$ cat src/logic/bhm_defs.svh
// Constants of the byte hardware multiplier: widths, byte fields, reset values.
// Assumes inclusion by bare name from the package and the design modules.
`ifndef BHM_DEFS_SVH
`define BHM_DEFS_SVH

// Operand and product widths
`define BHM_OPND_W      8
`define BHM_PROD_W      16

// Byte fields of the product pair
`define BHM_HI_MSB      15
`define BHM_HI_LSB      8
`define BHM_LO_MSB      7
`define BHM_LO_LSB      0

// Sign bit of an operand
`define BHM_SIGN_BIT    7

// Reset values
`define BHM_BYTE_RST    8'h00
`define BHM_STATUS_RST  8'h00

`endif

$ cat src/logic/bhm_pkg.sv
// Types shared by the byte hardware multiplier modules.
// Assumes bhm_defs.svh is on the include path.
`include "bhm_defs.svh"

package bhm_pkg;

   // Where a product byte takes its next value from
   typedef enum logic [1:0] {
      BHM_SRC_HOLD = 2'h0,
      BHM_SRC_MUL  = 2'h1,
      BHM_SRC_SW   = 2'h3
   } bhm_src_t;

   typedef logic [`BHM_OPND_W-1:0] bhm_byte_t;
   typedef logic [`BHM_PROD_W-1:0] bhm_prod_t;

   // A multiply outranks a software byte write in the same cycle
   function automatic bhm_src_t bhm_byte_src(input logic mul, input logic we);
      bhm_src_t src;
      src = BHM_SRC_HOLD;
      if (mul) begin
         src = BHM_SRC_MUL;
      end else if (we) begin
         src = BHM_SRC_SW;
      end
      return src;
   endfunction

endpackage

$ cat src/logic/bhm_mul_if.sv
// Carrier between the multiplier top and its array: operands out, product back.
// Assumes both ends share one clock; the path is purely combinational.
`timescale 1ns/1ps

interface bhm_mul_if #(
   parameter int W = 8
);
   logic [W-1:0]   opnd_a;
   logic [W-1:0]   opnd_b;
   logic [2*W-1:0] product;

   modport core  (output opnd_a, output opnd_b, input product);
   modport array (input opnd_a, input opnd_b, output product);
endinterface

$ cat src/logic/bhm_top.sv
// Byte hardware multiplier: 8x8 unsigned product into a held product pair.
// Assumes operands and strobes come from core logic on the same clock.
//
// Overview of operation
// RULE1 - Unsigned 8x8 product completes in one cycle
// RULE2 - Product high and low bytes fill pair
// RULE3 - Multiply leaves arithmetic status flags unchanged
// RULE4 - Operands: working register and named file register
// RULE5 - Software fixes signed 8x8 by subtracting operands
// RULE6 - Software builds 16x16 from four partial products
// RULE7 - Software fixes signed 16x16 by upper-half subtracts
// RULE8 - No sign handling of either operand
// RULE9 - Product bytes held, software reads writes each
`timescale 1ns/1ps

`include "bhm_defs.svh"

module bhm_top
   import bhm_pkg::*;
#(
   parameter int OPND_W = `BHM_OPND_W
) (
   // Clock and reset
   input  wire logic                  I_SYS_CLK,
   input  wire logic                  I_RST,
   // Multiply instruction
   input  wire logic                  I_MUL_EN,
   input  wire logic [OPND_W-1:0]     I_WORK_REG,
   input  wire logic [OPND_W-1:0]     I_FILE_OPND,
   // Software access to the product pair
   input  wire logic                  I_PROD_HI_WE,
   input  wire logic                  I_PROD_LO_WE,
   input  wire logic [OPND_W-1:0]     I_WR_DATA,
   // Status flag updates from other ALU operations
   input  wire logic                  I_FLAG_WE,
   input  wire logic [OPND_W-1:0]     I_FLAG_D,
   // Results
   output logic      [OPND_W-1:0]     O_PRODUCT_HIGH_BYTE,
   output logic      [OPND_W-1:0]     O_PRODUCT_LOW_BYTE,
   output logic      [OPND_W-1:0]     O_ARITH_STATUS,
   output logic                       O_MUL_DONE
);

   logic [OPND_W-1:0]   prod_hi_q;
   logic [OPND_W-1:0]   prod_lo_q;
   logic [OPND_W-1:0]   status_q;
   logic                done_q;
   bhm_src_t            hi_src;
   bhm_src_t            lo_src;

   bhm_mul_if #(.W(OPND_W)) mif ();

   // Operands go straight into the array, so the product is ready in the same cycle
   assign mif.opnd_a = I_WORK_REG;                                       // RULE4
   assign mif.opnd_b = I_FILE_OPND;                                      // RULE4

   bhm_mul_array #(
      .W   (OPND_W)
   ) u_array (
      .mif (mif.array)
   );

   // Same arbitration for both bytes; a write that loses to a multiply is dropped silently
   assign hi_src = bhm_byte_src(I_MUL_EN, I_PROD_HI_WE);
   assign lo_src = bhm_byte_src(I_MUL_EN, I_PROD_LO_WE);

   // High product byte
   always_ff @(posedge I_SYS_CLK) begin
      if (I_RST) begin
         prod_hi_q <= `BHM_BYTE_RST;
      end else begin
         case (hi_src)
            BHM_SRC_MUL: begin
               prod_hi_q <= mif.product[`BHM_HI_MSB:`BHM_HI_LSB];      // RULE2
            end
            BHM_SRC_SW: begin
               prod_hi_q <= I_WR_DATA;                                   // RULE9
            end
            default: begin
               prod_hi_q <= prod_hi_q;                                   // RULE9
            end
         endcase
      end
   end

   // Low product byte
   always_ff @(posedge I_SYS_CLK) begin
      if (I_RST) begin
         prod_lo_q <= `BHM_BYTE_RST;
      end else begin
         case (lo_src)
            BHM_SRC_MUL: begin
               prod_lo_q <= mif.product[`BHM_LO_MSB:`BHM_LO_LSB];      // RULE2
            end
            BHM_SRC_SW: begin
               prod_lo_q <= I_WR_DATA;                                   // RULE9
            end
            default: begin
               prod_lo_q <= prod_lo_q;                                   // RULE9
            end
         endcase
      end
   end

   // Flags: a multiply cycle never touches them, even if a stray flag write arrives
   always_ff @(posedge I_SYS_CLK) begin
      if (I_RST) begin
         status_q <= `BHM_STATUS_RST;
      end else if (I_FLAG_WE && !I_MUL_EN) begin
         status_q <= I_FLAG_D;                                           // RULE3
      end
   end

   // Completion strobe, one cycle after the request
   always_ff @(posedge I_SYS_CLK) begin
      if (I_RST) begin
         done_q <= 1'b0;
      end else begin
         done_q <= I_MUL_EN;                                             // RULE1
      end
   end

   assign O_PRODUCT_HIGH_BYTE = prod_hi_q;
   assign O_PRODUCT_LOW_BYTE  = prod_lo_q;
   assign O_ARITH_STATUS      = status_q;
   assign O_MUL_DONE          = done_q;

   // Reference product for the checks below, independent of the array
   logic [`BHM_PROD_W-1:0] ref_prod;
   assign ref_prod = `BHM_PROD_W'(I_WORK_REG) * `BHM_PROD_W'(I_FILE_OPND);
endmodule

$ cat src/logic/bhm_mul_array.sv
// Unsigned shift-and-add multiplier array, combinational.
// Assumes the caller registers the product; depth is W adders in a chain.
`timescale 1ns/1ps

module bhm_mul_array
   import bhm_pkg::*;
#(
   parameter int W = 8
) (
   // Operands and product
   bhm_mul_if.array mif
);

   logic [2*W-1:0] pp  [W];
   logic [2*W-1:0] acc [W+1];

   assign acc[0] = '0;

   // Plain zero extension: no operand is ever treated as signed
   genvar gi;
   generate
      for (gi = 0; gi < W; gi++) begin : g_row
         assign pp[gi]    = mif.opnd_b[gi] ? ({{W{1'b0}}, mif.opnd_a} << gi) : '0; // RULE8
         assign acc[gi+1] = acc[gi] + pp[gi];
      end
   endgenerate

   assign mif.product = acc[W];

endmodule

$ cat config.mk
export PLATFORM = sky130hd
export DESIGN_NAME = bhm_top
export DESIGN_NICKNAME = d
export VERILOG_FILES = /design/src/logic/bhm_pkg.sv /design/src/logic/bhm_mul_if.sv /design/src/logic/bhm_top.sv /design/src/logic/bhm_mul_array.sv
export VERILOG_INCLUDE_DIRS = /design/src /design/src/logic
export SDC_FILE = /design/constraint.sdc
export NUM_CORES = 1
export LEC_CHECK = 0
export BUFFER_PORTS_ARGS = -buffer_cell sky130_fd_sc_hd__buf_2
export CAP_MARGIN = 30
export CORE_MARGIN = 2
export CORE_UTILIZATION = 30
export CTS_CLUSTER_SIZE = 24
export DETAILED_ROUTE_END_ITERATION = 6
export PLACE_DENSITY_LB_ADDON = 0.12
export SKIP_CTS_REPAIR_TIMING = 1
export SYNTH_ARGS = -nofsm -noshare
export SYNTH_HDL_FRONTEND = slang
export SYNTH_SLANG_ARGS = --single-unit
$ cat constraint.sdc
create_clock -name I_SYS_CLK -period 4.4 [get_ports I_SYS_CLK]
set_clock_uncertainty 0.05 [all_clocks]
set_input_delay 0.66 -clock I_SYS_CLK [delete_from_list [all_inputs] [get_ports I_SYS_CLK]]
set_output_delay 0.66 -clock I_SYS_CLK [all_outputs]
set_load 0.02 [all_outputs]
# After elaboration in Yosys (flattened, before gate mapping)
# Index checks and enable logic that the tools add are counted.
# Widths: inputs -> output; s select.
# totals
regBits,25
latchBits,0
ram_bits,0
mem_bits_ro,0
in_bits,38
out_inout_bits,25
wordCells,33
n_memories,0
# classes
addsub,7
mul,0
div,0
order_cmp,0
n_eq_ne,4
n_shift,0
mux,14
bitwise,0
reduce_logical,4
# op_table
operator,n
$add 16x16->16,5
$pmux 8 s2,2
$add 16x14->16,1
$add 16x15->16,1
$mux 15,1
$mux 14,1
$mux 13,1
$mux 12,1
$mux 11,1
$mux 10,1
$mux 9,1
$mux 2,4
$mux 8,1
$eq 2x1->1 const B,2
$eq 2x2->1 const B,2
$reduce_bool 2->1,2
$logic_and 1x1->1,1
$logic_not 1->1,1

# Longest topological paths before layout
# depth
depth_word,9
ltp_mapped,15
mapped_depth_nobuf,14

# Hierarchy
# Synthesis repeated with hierarchy kept, for this count alone.
# hier_totals
cells_unflattened,328
area_unflattened_um2,3041.7
# by_module_without_submodules
mod,instances,cells_each,area_per_inst_um2,seq_area_each_um2
bhm_mul_array,1,229,1934.4,0.0
bhm_top,1,99,1107.3,500.5

# Worst setup path after synthesis
# OpenSTA, ideal clock, no wires.
# synth_path
kind,input port to flip-flop
startpoint,input port I_FILE_OPND[7]
endpoint,"register prod_hi_q[5], in the netlist O_PRODUCT_HIGH_BYTE[5]"
setup_ns,0.091
t_arrival_ns,4.456
required_ns,4.259
slack_ns,-0.197
stages,15
n_path_buf,1
path_cell_list,and2_1 > fa_1 > inv_1 > fa_1 > inv_1 > fa_1 > inv_1 > fa_1 > inv_1 > ha_1 > clkbuf_1 > o21a_1 > a211o_1 > a211o_1 > a311oi_1
# synth_via
elab_chain_len,3
# synth_rtl
item,line_no,rtl
from (decl),bhm_top.sv:29,"input wire logic [OPND_W-1:0] I_FILE_OPND,"
$mux 15,bhm_mul_array.sv:23,"assign pp[gi] = mif.opnd_b[gi] ? ({{W{1'b0}}, mif.opnd_a} << gi) : '0;"
$add 16x15->16,bhm_mul_array.sv:24,assign acc[gi+1] = acc[gi] + pp[gi];
$pmux 8 s2,bhm_top.sv:72,case (hi_src)
to (signal assigned),bhm_top.sv:70,prod_hi_q <= `BHM_BYTE_RST;
to (signal assigned),bhm_top.sv:74,prod_hi_q <= mif.product[`BHM_HI_MSB:`BHM_HI_LSB];
to (signal assigned),bhm_top.sv:80,prod_hi_q <= prod_hi_q;
to (decl),bhm_top.sv:44,logic [OPND_W-1:0] prod_hi_q;
# Every way passes these cells.
# A chain may end at the register's enable or synchronous reset.

# Final worst setup path
# layout_path
startpoint,input port I_WORK_REG[4]
endpoint,"register prod_hi_q[5], in the netlist O_PRODUCT_HIGH_BYTE[5]"
# layout_via
elab_chain_len,9
word_cells_on_any_way,16
cone_classes,add/sub: 7; mux: 9
# layout_rtl
item,line_no,rtl
from (decl),bhm_top.sv:28,"input wire logic [OPND_W-1:0] I_WORK_REG,"
$mux 8 or $mux 9 (tied branches),bhm_mul_array.sv:23,
$add 16x16->16 (5 in a row),bhm_mul_array.sv:24,
$add 16x14->16,bhm_mul_array.sv:24,
$add 16x15->16 (*),bhm_mul_array.sv:24,
$pmux 8 s2 (*),bhm_top.sv:72,
# Every way passes the cells marked *; elsewhere a longest branch is shown, timed or not.

==> impl_metrics.csv <==
group,metric,value,unit
cts,cts_tree,"built",
synthesis,synth-main-ff-cell,"dfxtp_1",
cts,path_clk_slew,0.09,ns
synthesis,yosys_register_bits,25,
layout,instances_no_fill,571,
timing,setup_viol,0,
placement,gp_congestion,0.788,
floorplan,die_h,105,um
critical_path,slowest_stage,"fa_1",
critical_path,slowest_delay,0.56,ns
timing,clock.fmax,233,MHz
placement,placed_area,3810,sq um
timing,layout_setup_ws,0.116,ns
detailed_routing,routed-wl-met3,108,um
placement,pre_cts_ws,-0.287,ns
layout,antenna_cells,0,
global_route,grt_pass1_wl,13400,um
timing,tightest_slew,0.886,ns
timing,finalHoldViolCount,0,
critical_path,rr_startpoint,"O_PRODUCT_HIGH_BYTE[6]",
detailed_routing,num_vias,2626,
layout,fillers,1041,
detailed_routing,routed_wl,7690,um
status,outcome,"finished, final reports clean",
critical_path,crit_family,"adder cells",
layout,multi_input_area,2450,sq um
synthesis,synth_edf_count,0,
floorplan,ios,63,
timing,setup_tns,0,ns
critical_path,crit_buf_inv,1,
synthesis,synth_seq_area_share,16.3,%
hold_path,min_path_type,"register to register",
detailed_routing,wl_per_cell,13.5,um
cts,clock_sinks,25,
timing,max_slew_margin,40.8,%
cts,clkLatencyLatePin,0.27,ns
detailed_routing,antenna_left,0,
global_route,overflow,0,
synthesis,yosys.area.top_type,"fa_1",
timing,period_needed,4.28,ns
global_route,grt_usage,14.6,%
global_route,antenna_found_initial,0,
synthesis,synth.top_cell.area_share,24.7,%
critical_path,worstPathMaxFanout,7,
job,drv_cap,0,
timing,period_share,97.4,%
floorplan,initial_utilization,31.2,%
cts,clock_tree.buffer_depth,2,
critical_path,path_cells,"buf_2, and2_1, fa_1, fa_1, fa_1, ha_1, ha_2, fa_2, a211o_1, a211o_1, a211o_1, a311oi_1",
synthesis,ys_async_sr_fraction,0,%
floorplan,dieArea,11100,sq um
synthesis,synth_cells,347,
floorplan,core_area,9860,sq um
layout,drive_gt1_share,27.9,%
synthesis,synth.distinct_cells,35,
cts,htree_levels,1,
detailed_routing,vias_per_cell,4.60,
critical_path,criticalPathCategory,"primary input to register",
floorplan,die_x,105,um
synthesis,synth_nets,454,
global_route,grt_pass1_vias,2751,
power_and_ir_drop,power_density,417,nW/um^2
global_route,grt_max_degree,40,
layout,regArea,500,sq um
detailed_routing,drt_iter0_drc,77,
critical_path,cp-start-kind,"primary input",
detailed_routing,drc,0,
floorplan,rows,36,
critical_path,crit_path_start,"I_WORK_REG[4]",
placement,numPortBuffers,62,
layout,nets,546,
detailed_routing,top_layer,"met4",
synthesis,post_synth.cell_area_avg,8.87,sq um
detailed_routing,wl_met2,3910,um
placement,dp_hpwl,6580,um
synthesis,syn-cell-area,3080,sq um
critical_path,critPathCaptureType,"register",
cts,root_buffer,"clkbuf_8",
synthesis,synth_most_common_cell,"and2_1",
timing,rsz0062_at_grt,"false",
synthesis,ys_warn_count,0,
detailed_routing,dr.pass1.iters,4,
timing,maxSlewViolCount,0,
placement,dp.cells,567,
power_and_ir_drop,vdd_ir_drop_max,153,uV
layout,area_growth_syn_to_layout,26.6,%
critical_path,cp_data_required_time,4.53,ns
hold_path,hold_start,"O_ARITH_STATUS[3]",
critical_path,cp.arrival,4.42,ns
detailed_routing,wl_met1,3630,um
synthesis,synth_common_cells,"and2_1 (46), fa_1 (38), inv_1 (35), ha_1 (31), nor2_1 (29)",
synthesis,synthTopCellsByArea,"fa_1 (25%), dfxtp_1 (16%), ha_1 (13%)",
cts,cts_buffers,3,
layout,final_area,3900,sq um
power_and_ir_drop,p_leak,0.00199,uW
==> final timing paths <==
check | end | slack, ns | cells after the start
setup / recovery | O_PRODUCT_HIGH_BYTE[5] | 0.12 | 12
hold / removal | O_ARITH_STATUS[3] | 0.45 | 2
setup reg to reg | O_PRODUCT_HIGH_BYTE[6] | 3.33 | 4
hold reg to reg | O_ARITH_STATUS[3] | 0.45 | 2
==> layout make-up <==
type                       instances  share of cell area (%)
timing repair buffer             100                    15.4
multi-input combinational        274                    62.9
sequential                        25                    12.8
inverter                          35                    3.37
clock inverter                     1                   0.128
clock buffer                       3                    1.06
tap                              133                    4.27
==> per-layer routing <==
metal	track usage, %	vias up
li1	-	1337
met1	18.9	1269
met2	26.9	16
met3	1.48	4
met4	2.00	0
met5	0	-
==> cell usage in the layout (no fill, tap or decap), drive strengths merged, types with 4 or more instances in the layout <==
cell type,Yosys,layout
inv,35,35
clkbuf,9,4
nand2,28,28
fa,38,38
nor2,29,29
a21o,4,4
dfxtp,25,25
mux2i,21,21
ha,31,31
and2,46,46
a211oi,10,10
o21ai,4,4
nor2b,9,9
nor3,5,5
a211o,4,4
nand3,6,6
a21oi,15,15
buf,4,99
==> where the power goes <==
group	leakage (uW)	internal (uW)	total [uW]	switching, uW
clock	0.0000255	63.4	139	75.9
combinational	0.00175	587	1200	614
sequential	0.000206	266	284	17.9
total	0.00199	917	1630	708
==> sequential cells by signal, indices dropped and copies added (netlist names) <==
register and cells:
O_ARITH_STATUS 8, O_PRODUCT_LOW_BYTE 8, O_MUL_DONE 1, O_PRODUCT_HIGH_BYTE 8
==> worst min-delay path, delay by kind of cell (launching register included) <==
| kind | cells | cell delay (ns) |
|---|---|---|
| flops | 1 | 0.33 |
| mux | 1 | 0.06 |
| simple gates | 1 | 0.07 |
==> cells by family (layout without fill, tap and decap cells) <==
| logic type | Yosys count | after routing | share of synthesized area [%] |
|---|---|---|---|
| compound gates | 48 | 48 | 10.4 |
| mux | 22 | 22 | 7.19 |
| flops | 25 | 25 | 16.3 |
| buf+inv | 48 | 139 | 5.89 |
| xor+xnor | 4 | 4 | 1.14 |
| simple gates | 131 | 131 | 21.8 |
| fa+ha+maj | 69 | 69 | 37.3 |
==> through the flow <==
stage,hold slack [ns],power [uW],util (%)
6_report,0.448,1630,39.5
5_1_grt,0.485,1810,39.5
4_1_cts,0.454,1620,39.1
3_5_place_dp,0.430,1470,38.7
3_3_place_gp,0.420,1460,38.7
2_1_floorplan,0.534,1040,-
No activity file was read; power rests on OpenSTA's default activity.
